**src/idm_pkg.sv**
```systemverilog
// internal data memory decoder: shared constants, types and helpers
// assumes a single clock domain and an 8-bit data-memory address space
package idm_pkg;

  localparam int unsigned RAM_DEPTH = 256;
  localparam int unsigned ADDR_W = 8;
  localparam int unsigned DATA_W = 8;

  localparam logic [7:0] LOWER_TOP = 8'h7f;
  localparam logic [7:0] UPPER_BASE = 8'h80;
  localparam logic [7:0] BANK_BASE = 8'h00;
  localparam logic [7:0] BANK_TOP = 8'h1f;
  localparam logic [7:0] BIT_BYTE_BASE = 8'h20;
  localparam logic [7:0] BIT_BYTE_TOP = 8'h2f;
  localparam logic [7:0] BIT_LOW_TOP = 8'h7f;

  localparam logic [7:0] STACK_PTR_ADDR = 8'h81;
  localparam logic [7:0] STACK_PTR_RESET = 8'h07;

  localparam int unsigned BANK_SEL_LOW_POS = 3;
  localparam int unsigned BANK_SEL_HIGH_POS = 4;

  localparam int unsigned REC_W = 32;
  localparam int unsigned REC_CNT_W = 6;
  localparam logic [5:0] REC_DEPTH_MAX = 6'h20;
  localparam logic [5:0] REC_DEPTH_RESET = 6'h00;
  localparam logic [31:0] REC_RESET = 32'h0000_0000;

  typedef enum logic [3:0] {
    OP_DIR   = 4'h0,
    OP_IND   = 4'h1,
    OP_BIT   = 4'h2,
    OP_REG   = 4'h3,
    OP_PUSH  = 4'h4,
    OP_POP   = 4'h5,
    OP_CALL  = 4'h6,
    OP_RET   = 4'h7,
    OP_SPINC = 4'h8,
    OP_SPDEC = 4'h9
  } idm_op_e;

  typedef enum logic [1:0] {
    SRC_RAM = 2'h0,
    SRC_SFR = 2'h1,
    SRC_SP  = 2'h2
  } idm_src_e;

  typedef enum logic [2:0] {
    ST_IDLE  = 3'h0,
    ST_PTR   = 3'h1,
    ST_RD    = 3'h3,
    ST_CALL2 = 3'h2,
    ST_RET2  = 3'h6
  } idm_state_e;

  // byte address holding a given bit address
  function automatic logic [7:0] idm_bit_byte(input logic [7:0] bit_addr);
    if (bit_addr[7]) begin
      idm_bit_byte = {bit_addr[7:3], 3'h0};
    end else begin
      idm_bit_byte = BIT_BYTE_BASE + {4'h0, bit_addr[6:3]};
    end
  endfunction

  // address of register n of the active bank
  function automatic logic [7:0] idm_bank_reg(input logic [1:0] bank, input logic [2:0] num);
    idm_bank_reg = BANK_BASE | {3'h0, bank, num};
  endfunction

endpackage

```
**src/idm_ram.sv**
```systemverilog
// 256 x 8 internal data storage, one port, registered read data
// assumes one access per clock from the decoder on the same clock
`timescale 1ns/1ps
module idm_ram
  import idm_pkg::*;
(
  input  wire logic       ref_clk,
  input  wire logic [7:0] ram_addr,
  input  wire logic       ram_we,
  input  wire logic [7:0] ram_wdata,
  output logic      [7:0] ram_rdata
);

  logic [7:0] mem [RAM_DEPTH];

  always_ff @(posedge ref_clk) begin
    if (ram_we) begin
      mem[ram_addr] <= ram_wdata;
    end
    ram_rdata <= mem[ram_addr];
  end

endmodule

```
**src/idm_stack_rec.sv**
```systemverilog
// 32-bit stack record shift register with overflow/underflow flags
// assumes at most one push or pop event per clock
`timescale 1ns/1ps
module idm_stack_rec
  import idm_pkg::*;
(
  input  wire logic        ref_clk,
  input  wire logic        rst_b,
  input  wire logic        rec_push1,
  input  wire logic        rec_push2,
  input  wire logic        rec_pop1,
  input  wire logic        rec_pop2,
  input  wire logic        dbg_clear,
  output logic      [31:0] rec_bits,
  output logic      [5:0]  rec_depth,
  output logic             rec_overflow,
  output logic             rec_underflow
);

  logic [31:0] bits_next;
  logic [5:0]  depth_next;
  logic        ovf_next;
  logic        udf_next;
  logic [5:0]  room;

  always_comb begin
    bits_next = rec_bits;
    depth_next = rec_depth;
    ovf_next = rec_overflow & ~dbg_clear;
    udf_next = rec_underflow & ~dbg_clear;
    room = REC_DEPTH_MAX - rec_depth;
    if (rec_push1) begin
      bits_next = {rec_bits[30:0], 1'b0};
      if (room == 6'h00) begin
        ovf_next = 1'b1;
      end else begin
        depth_next = rec_depth + 6'h01;
      end
    end else if (rec_push2) begin
      bits_next = {rec_bits[29:0], 2'b11};
      if (room < 6'h02) begin
        ovf_next = 1'b1;
        depth_next = REC_DEPTH_MAX;
      end else begin
        depth_next = rec_depth + 6'h02;
      end
    end else if (rec_pop1) begin
      bits_next = {1'b0, rec_bits[31:1]};
      if (rec_depth == 6'h00) begin
        udf_next = 1'b1;
      end else begin
        depth_next = rec_depth - 6'h01;
      end
    end else if (rec_pop2) begin
      bits_next = {2'b00, rec_bits[31:2]};
      if (rec_depth < 6'h02) begin
        udf_next = 1'b1;
        depth_next = REC_DEPTH_RESET;
      end else begin
        depth_next = rec_depth - 6'h02;
      end
    end
  end

  always_ff @(posedge ref_clk or negedge rst_b) begin
    if (!rst_b) begin
      rec_bits <= REC_RESET;
      rec_depth <= REC_DEPTH_RESET;
      rec_overflow <= 1'b0;
      rec_underflow <= 1'b0;
    end else begin
      rec_bits <= bits_next;
      rec_depth <= depth_next;
      rec_overflow <= ovf_next;
      rec_underflow <= udf_next;
    end
  end

endmodule

```
**src/idm_decoder.sv**
```systemverilog
// internal data memory decoder: banks, bit area, upper ram, sfr split, stack
// assumes the core issues one request when op_ready is high, on ref_clk
`timescale 1ns/1ps
module idm_decoder
  import idm_pkg::*;
(
  input  wire logic        ref_clk,
  input  wire logic        rst_b,
  input  wire logic        op_valid,
  input  wire logic [3:0]  op_kind,
  input  wire logic        op_write,
  input  wire logic [7:0]  op_addr,
  input  wire logic [15:0] op_wdata,
  input  wire logic        op_wbit,
  input  wire logic [7:0]  program_status_word,
  output logic             op_ready,
  output logic             op_done,
  output logic      [15:0] op_rdata,
  output logic             op_rbit,
  output logic      [7:0]  sfr_addr,
  output logic             sfr_rd,
  output logic             sfr_wr,
  output logic      [7:0]  sfr_wdata,
  input  wire logic [7:0]  sfr_rdata,
  output logic      [7:0]  stack_top_pointer,
  input  wire logic        dbg_clear,
  output logic      [31:0] rec_bits,
  output logic      [5:0]  rec_depth,
  output logic             rec_overflow,
  output logic             rec_underflow
);

  idm_state_e  state_reg;
  idm_state_e  state_next;
  idm_op_e     kind_reg;
  idm_op_e     kind_next;
  idm_src_e    src_reg;
  idm_src_e    src_next;
  logic [7:0]  sp_next;
  logic [7:0]  addr_reg;
  logic [7:0]  addr_next;
  logic [2:0]  pos_reg;
  logic [2:0]  pos_next;
  logic        write_reg;
  logic        write_next;
  logic        wbit_reg;
  logic        wbit_next;
  logic [7:0]  data_reg;
  logic [7:0]  data_next;
  logic [7:0]  hi_reg;
  logic [7:0]  hi_next;
  logic [15:0] rdata_next;
  logic        rbit_next;
  logic        done_next;
  logic [7:0]  ram_addr;
  logic        ram_we;
  logic [7:0]  ram_wdata;
  logic [7:0]  ram_rdata;
  logic [7:0]  got;
  logic [7:0]  modified;
  logic [1:0]  bank;
  logic        rec_push1;
  logic        rec_push2;
  logic        rec_pop1;
  logic        rec_pop2;

  assign bank = {program_status_word[BANK_SEL_HIGH_POS],
                 program_status_word[BANK_SEL_LOW_POS]};
  assign op_ready = (state_reg == ST_IDLE);

  idm_ram u_ram (
    .ref_clk   (ref_clk),
    .ram_addr  (ram_addr),
    .ram_we    (ram_we),
    .ram_wdata (ram_wdata),
    .ram_rdata (ram_rdata)
  );

  idm_stack_rec u_rec (
    .ref_clk       (ref_clk),
    .rst_b         (rst_b),
    .rec_push1     (rec_push1),
    .rec_push2     (rec_push2),
    .rec_pop1      (rec_pop1),
    .rec_pop2      (rec_pop2),
    .dbg_clear     (dbg_clear),
    .rec_bits      (rec_bits),
    .rec_depth     (rec_depth),
    .rec_overflow  (rec_overflow),
    .rec_underflow (rec_underflow)
  );

  always_comb begin
    state_next = state_reg;
    kind_next = kind_reg;
    src_next = src_reg;
    sp_next = stack_top_pointer;
    addr_next = addr_reg;
    pos_next = pos_reg;
    write_next = write_reg;
    wbit_next = wbit_reg;
    data_next = data_reg;
    hi_next = hi_reg;
    rdata_next = op_rdata;
    rbit_next = op_rbit;
    done_next = 1'b0;
    ram_addr = 8'h00;
    ram_we = 1'b0;
    ram_wdata = 8'h00;
    sfr_addr = 8'h00;
    sfr_rd = 1'b0;
    sfr_wr = 1'b0;
    sfr_wdata = 8'h00;
    rec_push1 = 1'b0;
    rec_push2 = 1'b0;
    rec_pop1 = 1'b0;
    rec_pop2 = 1'b0;
    got = 8'h00;
    modified = 8'h00;
    unique case (state_reg)
      ST_IDLE: begin
        if (op_valid) begin
          kind_next = idm_op_e'(op_kind);
          write_next = op_write;
          wbit_next = op_wbit;
          data_next = op_wdata[7:0];
          hi_next = op_wdata[15:8];
          src_next = SRC_RAM;
          case (idm_op_e'(op_kind))
            OP_DIR: begin
              addr_next = op_addr;
              if (op_addr == STACK_PTR_ADDR) begin
                src_next = SRC_SP;
                if (op_write) begin
                  sp_next = op_wdata[7:0];
                end
              end else if (op_addr >= UPPER_BASE) begin
                src_next = SRC_SFR;
                sfr_addr = op_addr;
                sfr_rd = ~op_write;
                sfr_wr = op_write;
                sfr_wdata = op_wdata[7:0];
              end else begin
                ram_addr = op_addr;
                ram_we = op_write;
                ram_wdata = op_wdata[7:0];
              end
              done_next = op_write;
              state_next = op_write ? ST_IDLE : ST_RD;
            end
            OP_REG: begin
              ram_addr = idm_bank_reg(bank, op_addr[2:0]);
              ram_we = op_write;
              ram_wdata = op_wdata[7:0];
              done_next = op_write;
              state_next = op_write ? ST_IDLE : ST_RD;
            end
            OP_IND: begin
              ram_addr = idm_bank_reg(bank, {2'h0, op_addr[0]});
              state_next = ST_PTR;
            end
            OP_BIT: begin
              addr_next = idm_bit_byte(op_addr);
              pos_next = op_addr[2:0];
              if (op_addr[7]) begin
                src_next = SRC_SFR;
                sfr_addr = idm_bit_byte(op_addr);
                sfr_rd = 1'b1;
              end else begin
                ram_addr = idm_bit_byte(op_addr);
              end
              state_next = ST_RD;
            end
            OP_PUSH: begin
              ram_addr = stack_top_pointer + 8'h01;
              ram_we = 1'b1;
              ram_wdata = op_wdata[7:0];
              sp_next = stack_top_pointer + 8'h01;
              rec_push1 = 1'b1;
              done_next = 1'b1;
            end
            OP_POP: begin
              ram_addr = stack_top_pointer;
              sp_next = stack_top_pointer - 8'h01;
              rec_pop1 = 1'b1;
              state_next = ST_RD;
            end
            OP_CALL: begin
              ram_addr = stack_top_pointer + 8'h01;
              ram_we = 1'b1;
              ram_wdata = op_wdata[7:0];
              sp_next = stack_top_pointer + 8'h01;
              rec_push2 = 1'b1;
              state_next = ST_CALL2;
            end
            OP_RET: begin
              ram_addr = stack_top_pointer;
              sp_next = stack_top_pointer - 8'h01;
              rec_pop2 = 1'b1;
              state_next = ST_RET2;
            end
            OP_SPINC: begin
              sp_next = stack_top_pointer + 8'h01;
              rec_push1 = 1'b1;
              done_next = 1'b1;
            end
            OP_SPDEC: begin
              sp_next = stack_top_pointer - 8'h01;
              rec_pop1 = 1'b1;
              done_next = 1'b1;
            end
            default: begin
              done_next = 1'b1;
            end
          endcase
        end
      end
      ST_PTR: begin
        addr_next = ram_rdata;
        ram_addr = ram_rdata;
        ram_we = write_reg;
        ram_wdata = data_reg;
        done_next = write_reg;
        state_next = write_reg ? ST_IDLE : ST_RD;
      end
      ST_RET2: begin
        hi_next = ram_rdata;
        ram_addr = stack_top_pointer;
        sp_next = stack_top_pointer - 8'h01;
        state_next = ST_RD;
      end
      ST_CALL2: begin
        ram_addr = stack_top_pointer + 8'h01;
        ram_we = 1'b1;
        ram_wdata = hi_reg;
        sp_next = stack_top_pointer + 8'h01;
        done_next = 1'b1;
        state_next = ST_IDLE;
      end
      ST_RD: begin
        unique case (src_reg)
          SRC_SFR: got = sfr_rdata;
          SRC_SP:  got = stack_top_pointer;
          default: got = ram_rdata;
        endcase
        if (kind_reg == OP_BIT) begin
          modified = got;
          modified[pos_reg] = wbit_reg;
          rbit_next = got[pos_reg];
          if (write_reg) begin
            if (src_reg == SRC_SFR) begin
              sfr_addr = addr_reg;
              sfr_wr = 1'b1;
              sfr_wdata = modified;
            end else begin
              ram_addr = addr_reg;
              ram_we = 1'b1;
              ram_wdata = modified;
            end
          end
        end else if (kind_reg == OP_RET) begin
          rdata_next = {hi_reg, got};
        end else begin
          rdata_next = {8'h00, got};
        end
        done_next = 1'b1;
        state_next = ST_IDLE;
      end
      default: begin
        state_next = ST_IDLE;
      end
    endcase
  end

  always_ff @(posedge ref_clk or negedge rst_b) begin
    if (!rst_b) begin
      state_reg <= ST_IDLE;
      kind_reg <= OP_DIR;
      src_reg <= SRC_RAM;
      stack_top_pointer <= STACK_PTR_RESET;
      addr_reg <= 8'h00;
      pos_reg <= 3'h0;
      write_reg <= 1'b0;
      wbit_reg <= 1'b0;
      data_reg <= 8'h00;
      hi_reg <= 8'h00;
      op_rdata <= 16'h0000;
      op_rbit <= 1'b0;
      op_done <= 1'b0;
    end else begin
      state_reg <= state_next;
      kind_reg <= kind_next;
      src_reg <= src_next;
      stack_top_pointer <= sp_next;
      addr_reg <= addr_next;
      pos_reg <= pos_next;
      write_reg <= write_next;
      wbit_reg <= wbit_next;
      data_reg <= data_next;
      hi_reg <= hi_next;
      op_rdata <= rdata_next;
      op_rbit <= rbit_next;
      op_done <= done_next;
    end
  end

endmodule

```
**config.mk**
```make
export PLATFORM = sky130hd
export DESIGN_NAME = idm_decoder
export DESIGN_NICKNAME = d
export VERILOG_FILES = /design/src/idm_pkg.sv /design/src/idm_ram.sv /design/src/idm_stack_rec.sv /design/src/idm_decoder.sv
export SDC_FILE = /design/constraint.sdc
export NUM_CORES = 2
export LEC_CHECK = 0
export ABC_AREA = 1
export BUFFER_PORTS_ARGS = -buffer_cell sky130_fd_sc_hd__buf_2
export CELL_PAD_IN_SITES_DETAIL_PLACEMENT = 1
export CELL_PAD_IN_SITES_GLOBAL_PLACEMENT = 2
export CORE_MARGIN = 8
export CORE_UTILIZATION = 30
export CTS_CLUSTER_DIAMETER = 60
export DETAILED_ROUTE_END_ITERATION = 12
export PLACE_DENSITY_LB_ADDON = 0.15
export SLEW_MARGIN = 25
export SYNTH_ARGS = -nofsm -noshare
export SYNTH_HDL_FRONTEND = slang
export SYNTH_SLANG_ARGS = --single-unit
```
**constraint.sdc**
```tcl
create_clock -name ref_clk -period 19.1 [get_ports ref_clk]
set_input_delay 1.91 -clock ref_clk [delete_from_list [all_inputs] [get_ports ref_clk]]
set_output_delay 1.91 -clock ref_clk [all_outputs]
set_load 0.05 [all_outputs]
```
==> impl_metrics.yaml <==
global_routing:
  grt_usage_pct: 19.13
  antenna_found_initial: 11
  grt_overflow: 0
  grt_pass1_wl_um: 479100
  grt_pass1_vias: 69380
  grt_max_degree: 149
setup_path:
  startpoint_type: "input pin"
  path_max_fanout: 68
  rrSetupSlack_ns: 11.87
  r2r-start: "state_reg[2]"
  cp.arrival_ns: 8.62
  reg2regPathDepth: 21
  criticalPathCategory: "in2reg"
  cp.required_ns: 19.91
  worstReg2RegEnd: "u_ram.ram_rdata[1]"
  cp-end-kind: "flop"
logic_synthesis:
  async_reset_ff_share_pct: 4.815
  yosys-top-cells-count: "5195 x nand2_1, 2048 x edfxtp_1, 579 x nand3_1"
  synth_area_leaders: "edfxtp_1 65%, nand2_1 21%, nand3_1 3.1%"
  syn_inst: 9542
  ys.flop_type: "edfxtp_1"
  yosysMostFrequentCell: "nand2_1"
  yosys_warnings: 0
  synthDistinctLibCells: 48
  synth_area_um2: 94190
  synth_edf_count: 2048
  synth_nets: 9602
  synth_top_area_share_pct: 65.29
  ys_seq_elements: 2160
  seq_area_frac_synth_pct: 68.23
  yosysTopAreaCell: "edfxtp_1"
  syn_area_per_cell_um2: 9.871
flow_run:
  drv_cap: 0
layout:
  top_register: "u_ram.mem"
  design_area_um2: 107800
  layoutNonFillerInstCount: 13880
  syn_to_final_growth_pct: 14.43
  drive_gt1_share_pct: 7.152
  final_core_util_pct: 34.53
  final_nets: 9580
  reg_top3: "u_ram.mem x2048, u_rec.rec_bits x32, op_rdata x16"
  largest_reg_flops: 2048
power_and_ir_drop:
  seq_power_share_pct: 31.9
  cellPowerDensity_nw_per_um2: 180.6
  switchingPower_mw: 8.690
  pwr-share-clk_pct: 25.8
  max-vdd-ir-drop_mv: 0.1399
  switching_share_pct: 44.65
  p_leak_nw: 43.82
  power_frac_comb_pct: 42.3
  internal_power_mw: 10.77
routing:
  vias: 66910
  route.detailed.drc: 0
  final_antenna_net_count: 0
  drtIter0Drc: 4429
  drt-vias-per-instance: 4.822
  firstDrtPassIters: 5
  route.detailed.wl_per_inst_um: 23.43
  drt_wl_total_um: 325200
floorplanning:
  floorplan.rows: 205
  die_x_um: 576.3
  core-area_um2: 312200
  boundaryPins: 135
  fp.dieH_um: 576.3
  fp.dieArea_um2: 332200
  start_util_pct: 30.17
clock_tree:
  cts_setup_buffers: 0
  clockBufferDepth: 4
  hold_buffers: 0
  clkTransAtPathRegs_ns: 0.06
  cts_root_buffer: "clkbuf_16"
  cts_buffers: 270
  cts_max_level: 5
  cts_tree: "built"
  cts-resized-gates: 0
  clock-sinks: 2160
  clock_latency_ns: 0.88
min_path:
  min_path_type: "reg2reg"
  hold_depth: 2
  min_to: "op_rdata[13]"
  hold_start: "op_rdata[13]"
placement:
  placed_area_um2: 99130
  preCtsSetupSlack_ns: 10.31
  dpl.hpwl_um: 184500
  gp_congestion: 0.7836
  post-place-cells: 13390
  port_buffers: 128
timing:
  fmax_ghz: 0.1280
  rsz0062_at_grt: "no"
  finalCritPeriodShare_pct: 40.90
  finalHoldViolCount: 0
  final.setup.tns_ns: 0
  finalCriticalPeriod_ns: 7.811
  skew_ns: 0.04160
  maxSlewViolCount: 0
  setup_slack_ns: 11.29
  maxSlewHeadroom_pct: 24.82
  setup_violations: 0
  max_slew.worst_pin.slew_ns: 1.128
outcome:
  status: "finished clean"
==> cell usage in the layout (no fill, tap or decap), types with 7 or more instances in the layout <==
cell type and instances:
ha_1 10, nor3_1 29, nor2_1 387, xor2_1 12
a221o_1 8, bufinv_16 20, clkinv_1 51, inv_1 146
clkinv_8 8, a21oi_1 30, o221ai_1 38, dfrtp_1 101
nand3_1 579, nand4_1 12, nand2_2 15, clkbuf_1 57
nor2_4 7, buf_4 104, dfxtp_1 8, o22ai_1 38
buf_12 18, nand2_1 5180, clkbuf_16 277, o21ai_1 76
clkinv_2 41, edfxtp_1 2048, inv_2 13, o211ai_1 13
inv_6 15, buf_2 127, nor2_2 9, o21ai_0 173
==> cell type report <==
type,count,area [µm²]
multi-input combinational,6674,27290
inverter,163,624.3
clock inverter,146,1403
antenna,6,15.01
tap,4140,5180
clock buffer,337,7187
timing repair buffer,251,1815
fill,34790,204400
sequential,2160,64270
==> critical path: stages <==
cell,delay [ns]
buf_2,0.17
inv_1,0.06
nor2_1,0.08
nand2_1,0.31
nor2_2,0.79
nand2_8,0.52
nand2_8,0.53
buf_4,0.49
buf_4,0.65
buf_4,0.61
buf_4,0.62
nand2_1,0.12
nand2_1,0.11
nand2_1,0.05
nand2_1,0.08
nand2_1,0.07
nand2_1,0.11
o21ai_1,0.15
nand2_1,0.25
nor2_1,0.10
nor2_1,0.28
nor2_1,0.23
nand2_1,0.12
==> per-layer routing <==
layer	up-vias	wire length, µm	GRT usage (%)
li1	31620	-	-
met1	33820	152000	26.57
met2	1099	154600	32.12
met3	372	11690	2.272
met4	2	6965	4.173
met5	-	13	0
==> power groups by stage <==
stage | clock network, mW | registers, mW | logic (mW)
floorplan | 0 | 6.84 | 4.73
global placement | 0 | 6.29 | 8.40
detailed placement | 0 | 6.30 | 8.44
CTS | 5.17 | 6.20 | 8.46
global route | 5.33 | 6.21 | 9.18
finish | 5.02 | 6.20 | 8.24
==> cells by family after synthesis <==
family / after synthesis / share of synthesized area (%)
xor+xnor: 15 / 0.1395
fa+ha+maj: 10 / 0.1328
buf+inv: 708 / 3.110
mux: 1 / 0.01063
compound gates: 419 / 2.645
flops: 2160 / 68.23
simple gates: 6229 / 25.73
==> worst max-delay path by stage <==
| stage | startpoint | to | slack [ns] | depth (start not counted) |
|---|---|---|---|---|
| 2_1_floorplan | op_valid | u_ram.mem[0][3] | 7.38 | 9 |
| 3_3_place_gp | op_valid | u_ram.ram_rdata[1] | 10.31 | 23 |
| 3_5_place_dp | op_valid | u_ram.ram_rdata[1] | 10.31 | 23 |
| 4_1_cts | op_valid | u_ram.ram_rdata[1] | 11.26 | 23 |
| 5_1_grt | op_valid | u_ram.ram_rdata[2] | 10.94 | 23 |
| 6_report | op_valid | u_ram.ram_rdata[1] | 11.29 | 23 |
==> per-stage QoR <==
stage,total power [mW],hold slack (ns)
2_1_floorplan,11.58,0.4493
3_5_place_dp,14.74,0.4613
6_report,19.46,0.4802
4_1_cts,19.83,0.4791
3_3_place_gp,14.69,0.4545
5_1_grt,20.72,0.4943
Power figures use the tool's default switching activity.
